### src/hw/dbgp_defines.svh
// register offsets, reset values and field positions of the dual gpio ports
`ifndef DBGP_DEFINES_SVH
`define DBGP_DEFINES_SVH

// ----------------------------------------------------------------------------
// register byte offsets
// ----------------------------------------------------------------------------
`define DBGP_OFS_WIDE_DATA 8'h00
`define DBGP_OFS_WIDE_DIR 8'h04
`define DBGP_OFS_NARROW_DATA 8'h08
`define DBGP_OFS_NARROW_DIR 8'h0C
`define DBGP_OFS_ANALOG_SEL 8'h10
`define DBGP_OFS_PWM_SEL 8'h14
`define DBGP_OFS_CFG 8'h18

// ----------------------------------------------------------------------------
// reset values
// ----------------------------------------------------------------------------
`define DBGP_WIDE_DIR_RST 8'hFF
`define DBGP_NARROW_DIR_RST 3'h7
`define DBGP_ANALOG_SEL_RST 3'h7
`define DBGP_PWM_SEL_RST 3'h0
`define DBGP_MCLR_EN_RST 1'h1
`define DBGP_WIDE_LATCH_RST 8'h00
`define DBGP_NARROW_LATCH_RST 3'h0

// ----------------------------------------------------------------------------
// field positions and bus codes
// ----------------------------------------------------------------------------
`define DBGP_TOP_PIN_BIT 3
`define DBGP_PWM_B_BIT 5
`define DBGP_PWM_C_BIT 6
`define DBGP_PWM_D_BIT 7
`define DBGP_MCLR_EN_BIT 0
`define DBGP_STRB_LANE0 0
`define DBGP_RESP_OKAY 2'h0
`define DBGP_RESP_SLVERR 2'h2

`endif

### src/hw/dbgp_pkg.sv
// types shared by the dual gpio port design
package dbgp_pkg;

    // ------------------------------------------------------------------------
    // complete register state of the port block
    // ------------------------------------------------------------------------
    typedef struct packed {
        logic [7:0] wide_sync1;
        logic [7:0] wide_sync2;
        logic [3:0] nar_sync1;
        logic [3:0] nar_sync2;
        logic [7:0] wide_latch;
        logic [7:0] wide_dir;
        logic [2:0] nar_latch;
        logic [2:0] nar_dir;
        logic [2:0] analog_sel;
        logic [2:0] pwm_sel;
        logic mclr_en;
        logic [7:0] wide_out;
        logic [2:0] nar_out;
        logic aw_held;
        logic [7:0] aw_addr;
        logic w_held;
        logic [31:0] w_data;
        logic [3:0] w_strb;
        logic bvalid;
        logic [1:0] bresp;
        logic rvalid;
        logic [31:0] rdata;
        logic [1:0] rresp;
    } dbgp_state_s;

endpackage

### src/hw/dbgp_top.sv
// dual bidirectional gpio ports behind an axi4-lite slave
//
// Contract
// - eight-pin port with one data bit and one direction bit per pin.
// - direction bit 1 turns the pin driver off, pin is input.
// - direction bit 0 drives the pin from the output latch.
// - data register reads return synchronised pin levels, not the latch.
// - data writes are read-modify-write of sampled pins into the latch.
// - pins selected as analog inputs read as zero.
// - four-pin port with the same input-when-set direction rule.
// - top pin of four-pin port is input only, direction reads 1.
// - input-only top pin reads zero while master clear is enabled.
// - all eight wide direction bits reset to one.
// - data latch is undefined after power-up and kept otherwise.
// - unimplemented bits read zero and ignore writes.
// - lower five wide pins are plain gpio only.
// - upper three wide pins can be pwm outputs overriding the latch.
// - lower three narrow pins can be gpio or analog inputs.
//
// The register addresses and the AXI4-Lite slave port were decided locally.
`include "dbgp_defines.svh"
`timescale 1ns/1ps
`default_nettype none

module dbgp_top (
    input wire logic clock,
    input wire logic rst,
    input wire logic [31:0] s_axi_awaddr,
    input wire logic s_axi_awvalid,
    output logic s_axi_awready,
    input wire logic [31:0] s_axi_wdata,
    input wire logic [3:0] s_axi_wstrb,
    input wire logic s_axi_wvalid,
    output logic s_axi_wready,
    output logic [1:0] s_axi_bresp,
    output logic s_axi_bvalid,
    input wire logic s_axi_bready,
    input wire logic [31:0] s_axi_araddr,
    input wire logic s_axi_arvalid,
    output logic s_axi_arready,
    output logic [31:0] s_axi_rdata,
    output logic [1:0] s_axi_rresp,
    output logic s_axi_rvalid,
    input wire logic s_axi_rready,
    input wire logic [7:0] wide_pin_in,
    output logic [7:0] wide_pin_out,
    output logic [7:0] wide_pin_oe_n,
    input wire logic [2:0] narrow_pin_in,
    input wire logic input_only_top_pin,
    output logic [2:0] narrow_pin_out,
    output logic [2:0] narrow_pin_oe_n,
    input wire logic pwm_channel_b_out,
    input wire logic pwm_channel_c_out,
    input wire logic pwm_channel_d_out
);

    dbgp_pkg::dbgp_state_s s_reg;
    dbgp_pkg::dbgp_state_s s_next;

    logic [7:0] wide_rd;
    logic [3:0] nar_rd;
    logic aw_hs;
    logic w_hs;
    logic ar_hs;
    logic wr_fire;
    logic [7:0] wr_addr;
    logic [31:0] wr_data;
    logic [3:0] wr_strb;
    logic wr_lane0;

    // ------------------------------------------------------------------------
    // read values of the ports
    // ------------------------------------------------------------------------
    always_comb begin
        wide_rd = s_reg.wide_sync2;
        nar_rd[2:0] = s_reg.nar_sync2[2:0] & ~s_reg.analog_sel;
        nar_rd[`DBGP_TOP_PIN_BIT] = s_reg.nar_sync2[`DBGP_TOP_PIN_BIT] & ~s_reg.mclr_en;
    end

    // ------------------------------------------------------------------------
    // bus handshakes
    // ------------------------------------------------------------------------
    assign s_axi_awready = !s_reg.aw_held && !s_reg.bvalid;
    assign s_axi_wready = !s_reg.w_held && !s_reg.bvalid;
    assign s_axi_arready = !s_reg.rvalid;
    assign aw_hs = s_axi_awvalid && s_axi_awready;
    assign w_hs = s_axi_wvalid && s_axi_wready;
    assign ar_hs = s_axi_arvalid && s_axi_arready;
    assign wr_fire = (s_reg.aw_held || aw_hs) && (s_reg.w_held || w_hs);
    assign wr_addr = s_reg.aw_held ? s_reg.aw_addr : s_axi_awaddr[7:0];
    assign wr_data = s_reg.w_held ? s_reg.w_data : s_axi_wdata;
    assign wr_strb = s_reg.w_held ? s_reg.w_strb : s_axi_wstrb;
    assign wr_lane0 = wr_strb[`DBGP_STRB_LANE0];

    // ------------------------------------------------------------------------
    // next state
    // ------------------------------------------------------------------------
    always_comb begin
        s_next = s_reg;
        // pins pass two flip-flops before any logic sees them
        s_next.wide_sync1 = wide_pin_in;
        s_next.wide_sync2 = s_reg.wide_sync1;
        s_next.nar_sync1 = {input_only_top_pin, narrow_pin_in};
        s_next.nar_sync2 = s_reg.nar_sync1;

        // write address and data may arrive in either order
        if (aw_hs) begin
            s_next.aw_held = 1'b1;
            s_next.aw_addr = s_axi_awaddr[7:0];
        end
        if (w_hs) begin
            s_next.w_held = 1'b1;
            s_next.w_data = s_axi_wdata;
            s_next.w_strb = s_axi_wstrb;
        end
        if (s_reg.bvalid && s_axi_bready) begin
            s_next.bvalid = 1'b0;
        end

        if (wr_fire) begin
            s_next.aw_held = 1'b0;
            s_next.w_held = 1'b0;
            s_next.bvalid = 1'b1;
            s_next.bresp = `DBGP_RESP_OKAY;
            case (wr_addr)
                `DBGP_OFS_WIDE_DATA: begin
                    // unstrobed lane stores the sampled pins back
                    s_next.wide_latch = wr_lane0 ? wr_data[7:0] : wide_rd;
                end
                `DBGP_OFS_WIDE_DIR: begin
                    if (wr_lane0) begin
                        s_next.wide_dir = wr_data[7:0];
                    end
                end
                `DBGP_OFS_NARROW_DATA: begin
                    // top pin has no latch; bits above are dropped
                    s_next.nar_latch = wr_lane0 ? wr_data[2:0] : nar_rd[2:0];
                end
                `DBGP_OFS_NARROW_DIR: begin
                    if (wr_lane0) begin
                        s_next.nar_dir = wr_data[2:0];
                    end
                end
                `DBGP_OFS_ANALOG_SEL: begin
                    if (wr_lane0) begin
                        s_next.analog_sel = wr_data[2:0];
                    end
                end
                `DBGP_OFS_PWM_SEL: begin
                    if (wr_lane0) begin
                        s_next.pwm_sel = wr_data[2:0];
                    end
                end
                `DBGP_OFS_CFG: begin
                    if (wr_lane0) begin
                        s_next.mclr_en = wr_data[`DBGP_MCLR_EN_BIT];
                    end
                end
                default: begin
                    s_next.bresp = `DBGP_RESP_SLVERR;
                end
            endcase
        end

        if (s_reg.rvalid && s_axi_rready) begin
            s_next.rvalid = 1'b0;
        end
        if (ar_hs) begin
            s_next.rvalid = 1'b1;
            s_next.rresp = `DBGP_RESP_OKAY;
            s_next.rdata = '0;
            case (s_axi_araddr[7:0])
                `DBGP_OFS_WIDE_DATA: begin
                    s_next.rdata[7:0] = wide_rd;
                end
                `DBGP_OFS_WIDE_DIR: begin
                    s_next.rdata[7:0] = s_reg.wide_dir;
                end
                `DBGP_OFS_NARROW_DATA: begin
                    s_next.rdata[3:0] = nar_rd;
                end
                `DBGP_OFS_NARROW_DIR: begin
                    s_next.rdata[2:0] = s_reg.nar_dir;
                    s_next.rdata[`DBGP_TOP_PIN_BIT] = 1'b1;
                end
                `DBGP_OFS_ANALOG_SEL: begin
                    s_next.rdata[2:0] = s_reg.analog_sel;
                end
                `DBGP_OFS_PWM_SEL: begin
                    s_next.rdata[2:0] = s_reg.pwm_sel;
                end
                `DBGP_OFS_CFG: begin
                    s_next.rdata[`DBGP_MCLR_EN_BIT] = s_reg.mclr_en;
                end
                default: begin
                    s_next.rresp = `DBGP_RESP_SLVERR;
                end
            endcase
        end

        // pin drive: low pins from the latch, upper pins may be pwm
        s_next.wide_out[4:0] = s_reg.wide_latch[4:0];
        s_next.wide_out[`DBGP_PWM_B_BIT] = s_reg.pwm_sel[0] ? pwm_channel_b_out
                                                             : s_reg.wide_latch[`DBGP_PWM_B_BIT];
        s_next.wide_out[`DBGP_PWM_C_BIT] = s_reg.pwm_sel[1] ? pwm_channel_c_out
                                                             : s_reg.wide_latch[`DBGP_PWM_C_BIT];
        s_next.wide_out[`DBGP_PWM_D_BIT] = s_reg.pwm_sel[2] ? pwm_channel_d_out
                                                             : s_reg.wide_latch[`DBGP_PWM_D_BIT];
        s_next.nar_out = s_reg.nar_latch;
    end

    // ------------------------------------------------------------------------
    // state register
    // ------------------------------------------------------------------------
    always_ff @(posedge clock or posedge rst) begin
        if (rst) begin
            s_reg <= '0;
            s_reg.wide_dir <= `DBGP_WIDE_DIR_RST;
            s_reg.nar_dir <= `DBGP_NARROW_DIR_RST;
            s_reg.analog_sel <= `DBGP_ANALOG_SEL_RST;
            s_reg.pwm_sel <= `DBGP_PWM_SEL_RST;
            s_reg.mclr_en <= `DBGP_MCLR_EN_RST;
            // a single reset stands for power-up, where the latch is undefined
            s_reg.wide_latch <= `DBGP_WIDE_LATCH_RST;
            s_reg.nar_latch <= `DBGP_NARROW_LATCH_RST;
        end else begin
            s_reg <= s_next;
        end
    end

    // ------------------------------------------------------------------------
    // outputs
    // ------------------------------------------------------------------------
    assign s_axi_bvalid = s_reg.bvalid;
    assign s_axi_bresp = s_reg.bresp;
    assign s_axi_rvalid = s_reg.rvalid;
    assign s_axi_rdata = s_reg.rdata;
    assign s_axi_rresp = s_reg.rresp;
    assign wide_pin_out = s_reg.wide_out;
    assign wide_pin_oe_n = s_reg.wide_dir;
    assign narrow_pin_out = s_reg.nar_out;
    assign narrow_pin_oe_n = s_reg.nar_dir;

    // ------------------------------------------------------------------------
    // checks
    // ------------------------------------------------------------------------
    property p_dir_write;
        @(posedge clock) disable iff (rst)
        wr_fire && wr_addr == `DBGP_OFS_WIDE_DIR && wr_lane0
        |=> wide_pin_oe_n == $past(wr_data[7:0]);
    endproperty
    a_dir_write: assert property (p_dir_write)
        else $error("wide direction write not seen on output enables");

    property p_rmw_keep;
        @(posedge clock) disable iff (rst)
        wr_fire && wr_addr == `DBGP_OFS_WIDE_DATA && !wr_lane0
        |=> s_reg.wide_latch == $past(wide_rd);
    endproperty
    a_rmw_keep: assert property (p_rmw_keep)
        else $error("unstrobed data write did not store sampled pins");

    property p_drive_latch;
        @(posedge clock) disable iff (rst)
        s_reg.pwm_sel == 3'h0 |=> wide_pin_out == $past(s_reg.wide_latch);
    endproperty
    a_drive_latch: assert property (p_drive_latch)
        else $error("pin output does not follow the latch");

    property p_pwm_d;
        @(posedge clock) disable iff (rst)
        s_reg.pwm_sel[2] |=> wide_pin_out[`DBGP_PWM_D_BIT] == $past(pwm_channel_d_out);
    endproperty
    a_pwm_d: assert property (p_pwm_d)
        else $error("pwm channel d does not override the latch");

    property p_pin_read;
        @(posedge clock) disable iff (rst)
        ar_hs && s_axi_araddr[7:0] == `DBGP_OFS_WIDE_DATA
        |=> s_axi_rvalid && s_axi_rdata[7:0] == $past(wide_pin_in, 3);
    endproperty
    a_pin_read: assert property (p_pin_read)
        else $error("wide data read does not return pin levels");

    property p_analog_zero;
        @(posedge clock) disable iff (rst)
        ar_hs && s_axi_araddr[7:0] == `DBGP_OFS_NARROW_DATA
        |=> (s_axi_rdata[2:0] & $past(s_reg.analog_sel)) == 3'h0;
    endproperty
    a_analog_zero: assert property (p_analog_zero)
        else $error("analog pin read back non-zero");

    property p_top_dir;
        @(posedge clock) disable iff (rst)
        ar_hs && s_axi_araddr[7:0] == `DBGP_OFS_NARROW_DIR
        |=> s_axi_rdata[`DBGP_TOP_PIN_BIT] && s_axi_rdata[31:4] == 28'h0;
    endproperty
    a_top_dir: assert property (p_top_dir)
        else $error("input-only direction bit not read as one");

    property p_mclr_zero;
        @(posedge clock) disable iff (rst)
        ar_hs && s_axi_araddr[7:0] == `DBGP_OFS_NARROW_DATA && s_reg.mclr_en
        |=> !s_axi_rdata[`DBGP_TOP_PIN_BIT];
    endproperty
    a_mclr_zero: assert property (p_mclr_zero)
        else $error("top pin reads non-zero with master clear enabled");

    property p_dir_reset;
        @(posedge clock) disable iff (rst)
        $past(rst) |-> wide_pin_oe_n == `DBGP_WIDE_DIR_RST;
    endproperty
    a_dir_reset: assert property (p_dir_reset)
        else $error("wide direction not all ones after reset");

    property p_unimpl_zero;
        @(posedge clock) disable iff (rst)
        ar_hs && s_axi_araddr[7:0] == `DBGP_OFS_NARROW_DATA
        |=> s_axi_rdata[31:4] == 28'h0;
    endproperty
    a_unimpl_zero: assert property (p_unimpl_zero)
        else $error("unimplemented narrow data bits read non-zero");

    property p_write_resp;
        @(posedge clock) disable iff (rst)
        wr_fire |=> s_axi_bvalid;
    endproperty
    a_write_resp: assert property (p_write_resp)
        else $error("write response not raised one cycle after write");

    property p_bvalid_clear;
        @(posedge clock) disable iff (rst)
        s_axi_bvalid && s_axi_bready |=> !s_axi_bvalid;
    endproperty
    a_bvalid_clear: assert property (p_bvalid_clear)
        else $error("write response not cleared after it was taken");

    property p_narrow_dir;
        @(posedge clock) disable iff (rst)
        wr_fire && wr_addr == `DBGP_OFS_NARROW_DIR && wr_lane0
        |=> narrow_pin_oe_n == $past(wr_data[2:0]);
    endproperty
    a_narrow_dir: assert property (p_narrow_dir)
        else $error("narrow direction write not seen on output enables");

endmodule

`default_nettype wire

### config.mk
export PLATFORM = sky130hd
export DESIGN_NAME = dbgp_top
export DESIGN_NICKNAME = d
export VERILOG_FILES = /design/src/hw/dbgp_pkg.sv /design/src/hw/dbgp_top.sv
export VERILOG_INCLUDE_DIRS = /design/src /design/src/hw
export SDC_FILE = /design/constraint.sdc
export NUM_CORES = 1
export LEC_CHECK = 0
export BUFFER_PORTS_ARGS = -buffer_cell sky130_fd_sc_hd__buf_2
export CAP_MARGIN = 20
export CORE_ASPECT_RATIO = 0.6
export CORE_UTILIZATION = 40
export DETAILED_ROUTE_END_ITERATION = 10
export PLACE_DENSITY_LB_ADDON = 0.25
export SLEW_MARGIN = 25
export SYNTH_ARGS = -nofsm -noshare
export SYNTH_HDL_FRONTEND = slang
export SYNTH_SLANG_ARGS = --single-unit
export TNS_END_PERCENT = 20
### constraint.sdc
create_clock -name clock -period 3.8 [get_ports clock]
set_input_delay 0.38 -clock clock [delete_from_list [all_inputs] [get_ports clock]]
set_output_delay 0.38 -clock clock [all_outputs]
set_load 0.01 [all_outputs]
* After elaboration in Yosys (flattened, before gate mapping) *
Index checks and enable logic that the tools add are counted.

word-level totals
  bits in registers = 124
  input port bits = 122
  output and inout bits = 63
  word-level logic and storage cells = 90

operators by class
  eq/ne operators = 12
  mux-type cells = 22
  bitwise operators = 4
  reduce and logical (&&, ||, !) cells = 29

operators by type and width
  operator              count
  $eq A8 B5 Y1 const B  6
  $mux W37              1
  $mux W35              1
  $eq A8 B4 Y1 const B  4
  $mux W8               3
  $eq A8 B3 Y1 const B  2
  $logic_not A8 Y1      2
  $reduce_and A3 Y1     5
  $reduce_or A7 Y1      2
  $pmux W2 S6           1
  $mux W9               1
  $logic_and A1 B1 Y1   8
  $mux W1               8
  $pmux W4 S2           1
  $reduce_bool A2 Y1    4
  $pmux W1 S7           1
  $mux W3               2
  $logic_not A1 Y1      4
  $mux W2               2
  $pmux W1 S4           1
  $reduce_and A2 Y1     2
  $and A3 B3 Y3         1
  $not A3 Y3            1
  $logic_or A1 B1 Y1    2
  other kinds (2)       2

* Longest topological paths before layout *
Gate-level depths: netlist (run 1).

  depth in word-level cells = 6
  mapped depth = 6
  depth with buffers taken out = 4

* Worst setup path after synthesis (run 1) *
Ideal clock, no wire load.

  path type = input -> register
  start = input port s_axi_awaddr[5]
  end = register s_reg (netlist bit s_next[87])
  setup time = 0.125 ns
  arrival time = 1.833 ns
  required time = 3.675 ns
  path slack = 1.842 ns
  cell stages on the path = 5
  buffers on the path = 1
  cell sequence = or4_1 > a222oi_1 > buf_4 > nand3_4 > mux2_2

on the way
  longest elaborated chain between the ends = 3

ends and longest elaborated chain
  element                             RTL line         text
  start: declaration                  dbgp_top.sv:28   input wire logic [31:0] s_axi_awaddr,
  $mux W8                             dbgp_top.sv:90   assign wr_addr = s_reg.aw_held ? s_reg.aw_addr : s_axi_awaddr[7:0];
  $logic_not A8 Y1                    dbgp_top.sv:125  case (wr_addr)
  $reduce_and A2 Y1 (no source line)  -
  end signal: assignment              dbgp_top.sv:227  s_reg <= s_next;
  end: declaration                    dbgp_top.sv:57   dbgp_pkg::dbgp_state_s s_reg;

No other way between the ends.
A chain may end at the register's enable or synchronous reset.

* Final worst setup path (run 1) *
  start = register s_reg[83] (netlist name)
  end = register s_reg (netlist bit s_next[85])

on the way
  longest elaborated chain between the ends = 6
  elaborated cells on any way between the ends = 8
  classes of those cells = eq/ne (1); mux (1); reduce/logical (6)

ends and longest elaborated chain
  element
  parallel branches: the longest is 5 deep, another holds $mux W8
  $reduce_and A2 Y1 (no source line) (*)

Mark *: on every way between the ends.

==> results by group, run 1 <==
Outcome
  – Outcome: complete, no violations

Power and ir drop
  – Peak supply drop: 326 uV
  – Total power: 2.93 mW
  – PwrDens: 599 nW/um^2
  – Leakage power: ~2.4 nW

Global routing
  – Global Route Usage Sum: 16.4%
  – Largest net degree at the start of global routing: 60
  – First-pass GRT wire length: 13,300 um
  – Initial antenna violation count: 0
  – Vias in the first global route: 2,456
  – Grt total ovfl: 0

Finish
  – Layout cell share with drive strength beyond 1: 42.8%
  – Area delta synth->final: 12.4%
  – Number of nets in the layout: 526
  – Antenna cells: 0
  – Largest register FFs: 33
  – Fill cells: 973

Floorplanning
  – Die X: 137 um
  – Cell Rows: 29
  – Initial Utilization: 41.2%
  – Core Box Area: 10,600 um^2
  – Die H: 82.7 um
  – Total I/O pin count: 185
  – Die area: 11,300 um^2

Routing
  – Initial drt markers: 65
  – Vias: 2,594
  – Wirelength, routed: 8490 um
  – Post-DRT Antenna Nets: 0
  – DRC viols: 0
  – Via density: 4.73
  – Pre-antenna DRT Iters: 4
  – WL/cell: 15.5 um

Setup path
  – Arrival time at the worst endpoint: 2.63 ns
  – WS Path Type: flip-flop to flip-flop
  – Worst r2r src: s_reg[83]$_DFFE_PP0P_
  – R2R Path End: s_next[85]$_DFFE_PP0P_
  – Required time of the critical path: 4.02 ns
  – Crit-path max FO: 11
  – Worst R2R Setup Slack: 1.39 ns
  – Reg2reg path depth: 5
  – Worst setup SP type: flip-flop
  – CP Capture Type: flip-flop

Synthesis
  – Post-synthesis sequential area ratio: 55.1%
  – Share of the synthesized area in the top cell type: 46.1%
  – Count of different cell masters after synthesis: 42
  – Largest cells by area after synthesis: dfrtp_1 46%, mux2_2 13%, buf_4 10%
  – Async set-reset flop share out of synthesis: 100%
  – Avg Cell Area, Syn: 12.4 um^2
  – Cells after Synth: 350
  – Synthesized area: roughly 4300 um^2
  – YS warnings: 0
  – Top post-synthesis cells by count: 80 x dfrtp_1, 60 x buf_4, 52 x mux2_2
  – Top_reg_cell synth: dfrtp_1
  – Post-synth EDFFs: 0
  – Seq cells post-synth: 95
  – Synth area leader: dfrtp_1
  – Count leader, synth: dfrtp_1

Timing
  – Slew @ Worst Pin: 0.833 ns
  – Period Utilization, post-route: 63.3%
  – Crit path time final: 2.41 ns
  – Setup-failing EPs final: 0
  – Worst Clk Skew: roughly 0.0093 ns
  – Worst Setup Slack, final: 1.39 ns
  – Hold_ws: between 0.1 and 0.15 ns
  – Max-Slew Margin vs Limit: 43.7%
  – Fmax: around 420 MHz
  – Count of final max-slew check failures: 0
  – Setup_tns: 0 ns
  – Final Hold Viols: 0
  – Unrepaired setup endpoints after global routing: no

Hold path
  – Worst Hold Launch: wide_pin_in[5]
  – Hold worst-path end: s_next[137]$_DFF_PP0_
  – Worst hold-check path type: input pin to flip-flop
  – Hold Crit Depth: 1

Placed design
  – Pre-CTS setup slack: 1.39 ns
  – I/O Buffers: 83
  – GP Congestion: 0.724
  – Half-perimeter wire length after placement: between 6000 and 7000 um

CTS
  – # H-tree levels: 3
  – Clk slew on worst S/H paths: around 0.07 ns
  – CTS Buf Count: 9
  – Post-CTS setup repair buffer count: 0
  – Clock tree buffer depth: 2
  – # resized after CTS: 0
  – Clock Latency Late Sink: 0.34 ns
  – Root Buffer Master: clkbuf_16
  – CTS tree: yes
  – Sink Count: 95
  – Hold buffer count at cts: 0

Job
  – Number of max-cap violations: 0
[worst max-delay path by stage]
stage                                      from                     endpoint  slack (ns)
after floorplan                             rst  narrow_pin_out[0]$_DFF_PP0_        0.97
after global placement    s_reg[83]$_DFFE_PP0P_       s_next[91]$_DFFE_PP0P_        1.41
after detailed placement  s_reg[83]$_DFFE_PP0P_       s_next[91]$_DFFE_PP0P_        1.39
after CTS                 s_reg[83]$_DFFE_PP0P_       s_next[91]$_DFFE_PP0P_        1.38
after global routing      s_reg[83]$_DFFE_PP0P_       s_next[89]$_DFFE_PP0P_        1.27
final                     s_reg[83]$_DFFE_PP0P_       s_next[85]$_DFFE_PP0P_        1.39
[cell type report]
type / count / area [um^2] / share of cell area, %
clock buffer: 12 / 256 / 5.25
clock inverter: 4 / 52.6 / 1.08
inverter: 13 / 51.3 / 1.05
multi-input combinational: 198 / 1510 / 30.9
sequential: 95 / 2400 / 49.0
tap: 139 / 174 / 3.56
timing repair buffer: 87 / 445 / 9.11
[cell usage in the layout (no fill, tap or decap), types with 11 or more instances in the layout]
| cell | instances |
|---|---|
| a21oi_1 | 12 |
| buf_2 | 83 |
| conb_1 | 26 |
| dfrtp_1 | 80 |
| dfstp_2 | 15 |
| inv_1 | 12 |
| mux2_2 | 52 |
| mux2i_1 | 19 |
| nand2_1 | 11 |
| nor2_1 | 14 |
[report_power, final]
part	internal [mW]	total [mW]	switching (mW)	leakage [nW]
Combinational	0.320	0.660	0.341	1.10
Sequential	1.22	1.34	0.126	1.13
Clock	0.550	0.925	0.375	0.154
Total	2.09	2.93	0.841	2.38
[per-stage QoR]
stage,cells,cell area (um^2),util (%)
2_1_floorplan,375,4440,-
3_3_place_gp,532,4580,43.3
3_5_place_dp,532,4580,43.3
4_1_cts,548,4890,46.3
5_1_grt,548,4890,46.3
6_report,548,4890,46.3
[worst max-delay path: stages, from the launching register on]
cell and delay (ns):
dfrtp_1 0.52, or4_1 0.61, a222oi_1 0.38, buf_4 0.24, nand3_1 0.20, mux2_2 0.34
[kinds of logic (layout without fill, tap and decap cells)]
kind of cell | after synthesis | count (layout) | synth area share, %
AND/OR/NAND/NOR | 61 | 61 | 8.26
flip-flops | 95 | 95 | 55.1
AO/OA/AOI/OAI | 38 | 38 | 5.90
multiplexers | 73 | 73 | 18.4
other | 1 | 26 | 0.0863
buffers and inverters | 82 | 116 | 12.3
[metal layers]
metal	up-vias	share of wire, %	global-route usage [%]
li1	1234	-	-
met4	0	0.99	5.00
met2	78	40	22.0
met1	1276	53	24.5
met3	6	6.1	5.37
met5	-	0	0
No activity file was read; power rests on OpenSTA's default activity.
==> run 2: changes to the inputs <==
==> constraint.sdc (replaced) <==
create_clock -name clock -period 2.4 [get_ports clock]
set_input_delay 0.24 -clock clock [delete_from_list [all_inputs] [get_ports clock]]
set_output_delay 0.24 -clock clock [all_outputs]
set_load 0.01 [all_outputs]
==> run 2 against run 1 <==
Against the previous run:
- the run now ends with design-rule violations left
- utilization rose by 1.9 points
- critical path depth did not move
- final area rose by 4.1%
- sequential share of layout area fell by 2.0 points
- clock skew fell by 0.0039 ns
- via count rose by 2.6%
- global-route usage barely moved
- combinational power rose by 71%
- worst hold slack got worse by 0.13 ns
- maximum frequency rose by 5.7%
- routed wire length rose by 1.6%
- die area did not move
- largest cell class unchanged
==> results by group, run 2 (same netlist as run 1, synthesis figures left out) <==
Routing
  – DRC viols: 2 (+2)
  – Vias: 2,662 (+2.6%)
  – Pre-antenna DRT Iters: 7 (+3)
  – Initial drt markers: 92 (+42%)
  – Via density: 4.71 (-0.47%)
  – Wirelength, routed: 8630 um (+1.6%)
  – Post-DRT Antenna Nets: 0 (unchanged)
  – WL/cell: 15.3 um (-1.5%)

Floorplanning
  – Die H: 82.7 um (unchanged)
  – Die area: 11,300 um^2 (unchanged)
  – Initial Utilization: 41.2% (unchanged)
  – Die X: 137 um (unchanged)
  – Total I/O pin count: 185 (unchanged)
  – Core Box Area: 10,600 um^2 (unchanged)
  – Cell Rows: 29 (unchanged)

Timing
  – Setup_tns: 0 ns (unchanged)
  – Worst Clk Skew: 0.00540 ns (-0.00394 ns)
  – Fmax: 439 MHz (+5.7%)
  – Crit path time final: 2.28 ns (-0.130 ns)
  – Unrepaired setup endpoints after global routing: no
  – Count of final max-slew check failures: 0 (unchanged)
  – Max-Slew Margin vs Limit: 53.5% (+9.8 points)
  – Worst Setup Slack, final: 0.123 ns (-1.27 ns)
  – Slew @ Worst Pin: 0.695 ns (-0.138 ns)
  – Final Hold Viols: 0 (unchanged)
  – Setup-failing EPs final: 0 (unchanged)
  – Period Utilization, post-route: 94.9% (+32 points)

CTS
  – Post-CTS setup repair buffer count: 0 (unchanged)
  – Root Buffer Master: clkbuf_16
  – CTS tree: yes
  – # resized after CTS: 0 (unchanged)
  – Clock Latency Late Sink: 0.35 ns (about the same)
  – Sink Count: 95 (unchanged)
  – Clock tree buffer depth: 2 (unchanged)
  – # H-tree levels: 3 (unchanged)
  – Clk slew on worst S/H paths: 0.07 ns (about the same)
  – CTS Buf Count: 9 (unchanged)

Outcome
  – Outcome: complete, but fails checks
  – Failing checks: design-rule violations

Setup path
  – Crit-path max FO: 7 (-4)
  – Worst setup SP type: flip-flop
  – CP Capture Type: flip-flop
  – WS Path Type: flip-flop to flip-flop
  – Worst r2r src: s_reg[83]$_DFFE_PP0P_
  – Worst Setup SP: s_reg[83]$_DFFE_PP0P_
  – Arrival time at the worst endpoint: 2.51 ns (-0.12 ns)
  – Required time of the critical path: 2.63 ns (-1.39 ns)

Global routing
  – Grt total ovfl: 0 (unchanged)
  – Vias in the first global route: 2,548 (+3.7%)
  – Largest net degree at the start of global routing: 38 (-37%)
  – First-pass GRT wire length: 13,200 um (about the same)
  – Initial antenna violation count: 0 (unchanged)
  – Global Route Usage Sum: 16.4% (+0.048 points)

Hold path
  – Worst hold-check path type: input pin to async pin

Finish
  – Antenna cells: 0 (unchanged)
  – Number of nets in the layout: 543 (+3.2%)
  – Largest register FFs: 33 (unchanged)
  – Commonest non-fill, non-tap cell in the layout: buf_2
  – Layout cell share with drive strength beyond 1: 42.5% (-0.30 points)
  – Area delta synth->final: 17.1%
  – Most frequent cells in the layout: 83 x buf_2, 80 x dfrtp_1, 52 x mux2_2

Placed design
  – I/O Buffers: 83 (unchanged)
  – GP Congestion: 0.729 (+0.76%)
  – Half-perimeter wire length after placement: 6430 um (+3.3%)
  – Pre-CTS setup slack: 0.154 ns (-1.24 ns)

Power and ir drop
  – PwrDens: 939 nW/um^2 (+57%)
  – Peak supply drop: 455 uV (+40%)
  – Leakage power: 2.47 nW (+3.7%)

Job
  – Number of max-cap violations: 0 (unchanged)
run 2: worst paths after layout:
kind | slack (ns) | cells past startpoint | to
worst min-delay path | 0.01 | 2 | s_reg[123]$_DFFE_PP0P_
max in group asynchronous | 1.72 | 3 | wide_pin_oe_n[7]$_DFFE_PP1P_
worst max-delay path | 0.12 | 5 | s_next[86]$_DFFE_PP0P_
min in group clock | 0.08 | 2 | s_axi_bvalid$_DFFE_PP0P_
worst min register to register | 0.35 | 0 | s_reg[127]$_DFF_PP0_
worst max register to register | 0.12 | 5 | s_next[86]$_DFFE_PP0P_
run 2: per-layer routing:
| metal | GRT usage [%] | vias up | part of all wire (%) | wire length [um] |
|---|---|---|---|---|
| li1 | - | 1268 | - | - |
| met4 | 5.00 | 0 | 1.0 | 88 |
| met3 | 5.19 | 9 | 5.8 | 504 |
| met5 | 0 | - | 0 | 0 |
| met2 | 22.6 | 81 | 40 | 3420 |
| met1 | 24.3 | 1304 | 54 | 4620 |
run 2: through the flow:
stage          hold slack, ns  cell area (um^2)  power [mW]  utilization [%]  std cells
3_5_place_dp            0.335              4640        3.25             44.0        537
3_3_place_gp            0.334              4640        3.21             44.0        537
4_1_cts                0.0234              5090        4.84             48.2        565
2_1_floorplan           0.271              4440        2.99                -        375
5_1_grt                0.0527              5090        5.05             48.2        565
6_report               0.0107              5090        4.78             48.2        565
run 2: final cells by class:
| type | count | area [um^2] |
|---|---|---|
| fillers | 965 | 5470 |
| flip-flops and latches | 95 | 2400 |
| multi-input cells | 198 | 1510 |
| repair buffers | 104 | 628 |
| clock buffers | 9 | 225 |
| well taps | 139 | 174 |
| clock inverters | 7 | 103 |
| inverters | 13 | 52.6 |
run 2: what timing repair did:
action / CTS / global route
endpoints found under the setup margin: 0 / 0
hold buffers: 12 / 0
hold endpoints to repair: 12 / 0
run 2: where the power goes:
group / internal (mW) / switching, mW / leakage, nW / total [mW]
Sequential: 1.93 / 0.170 / 1.13 / 2.10
Combinational: 0.548 / 0.578 / 1.18 / 1.13
Clock: 0.927 / 0.628 / 0.162 / 1.56
run 2: critical path, cell delays in order, from the launching register on:
cell      delay, ns
dfrtp_1        0.42
or4_1          0.58
a222oi_1       0.36
buf_4          0.24
nand3_1        0.22
mux2_2         0.34
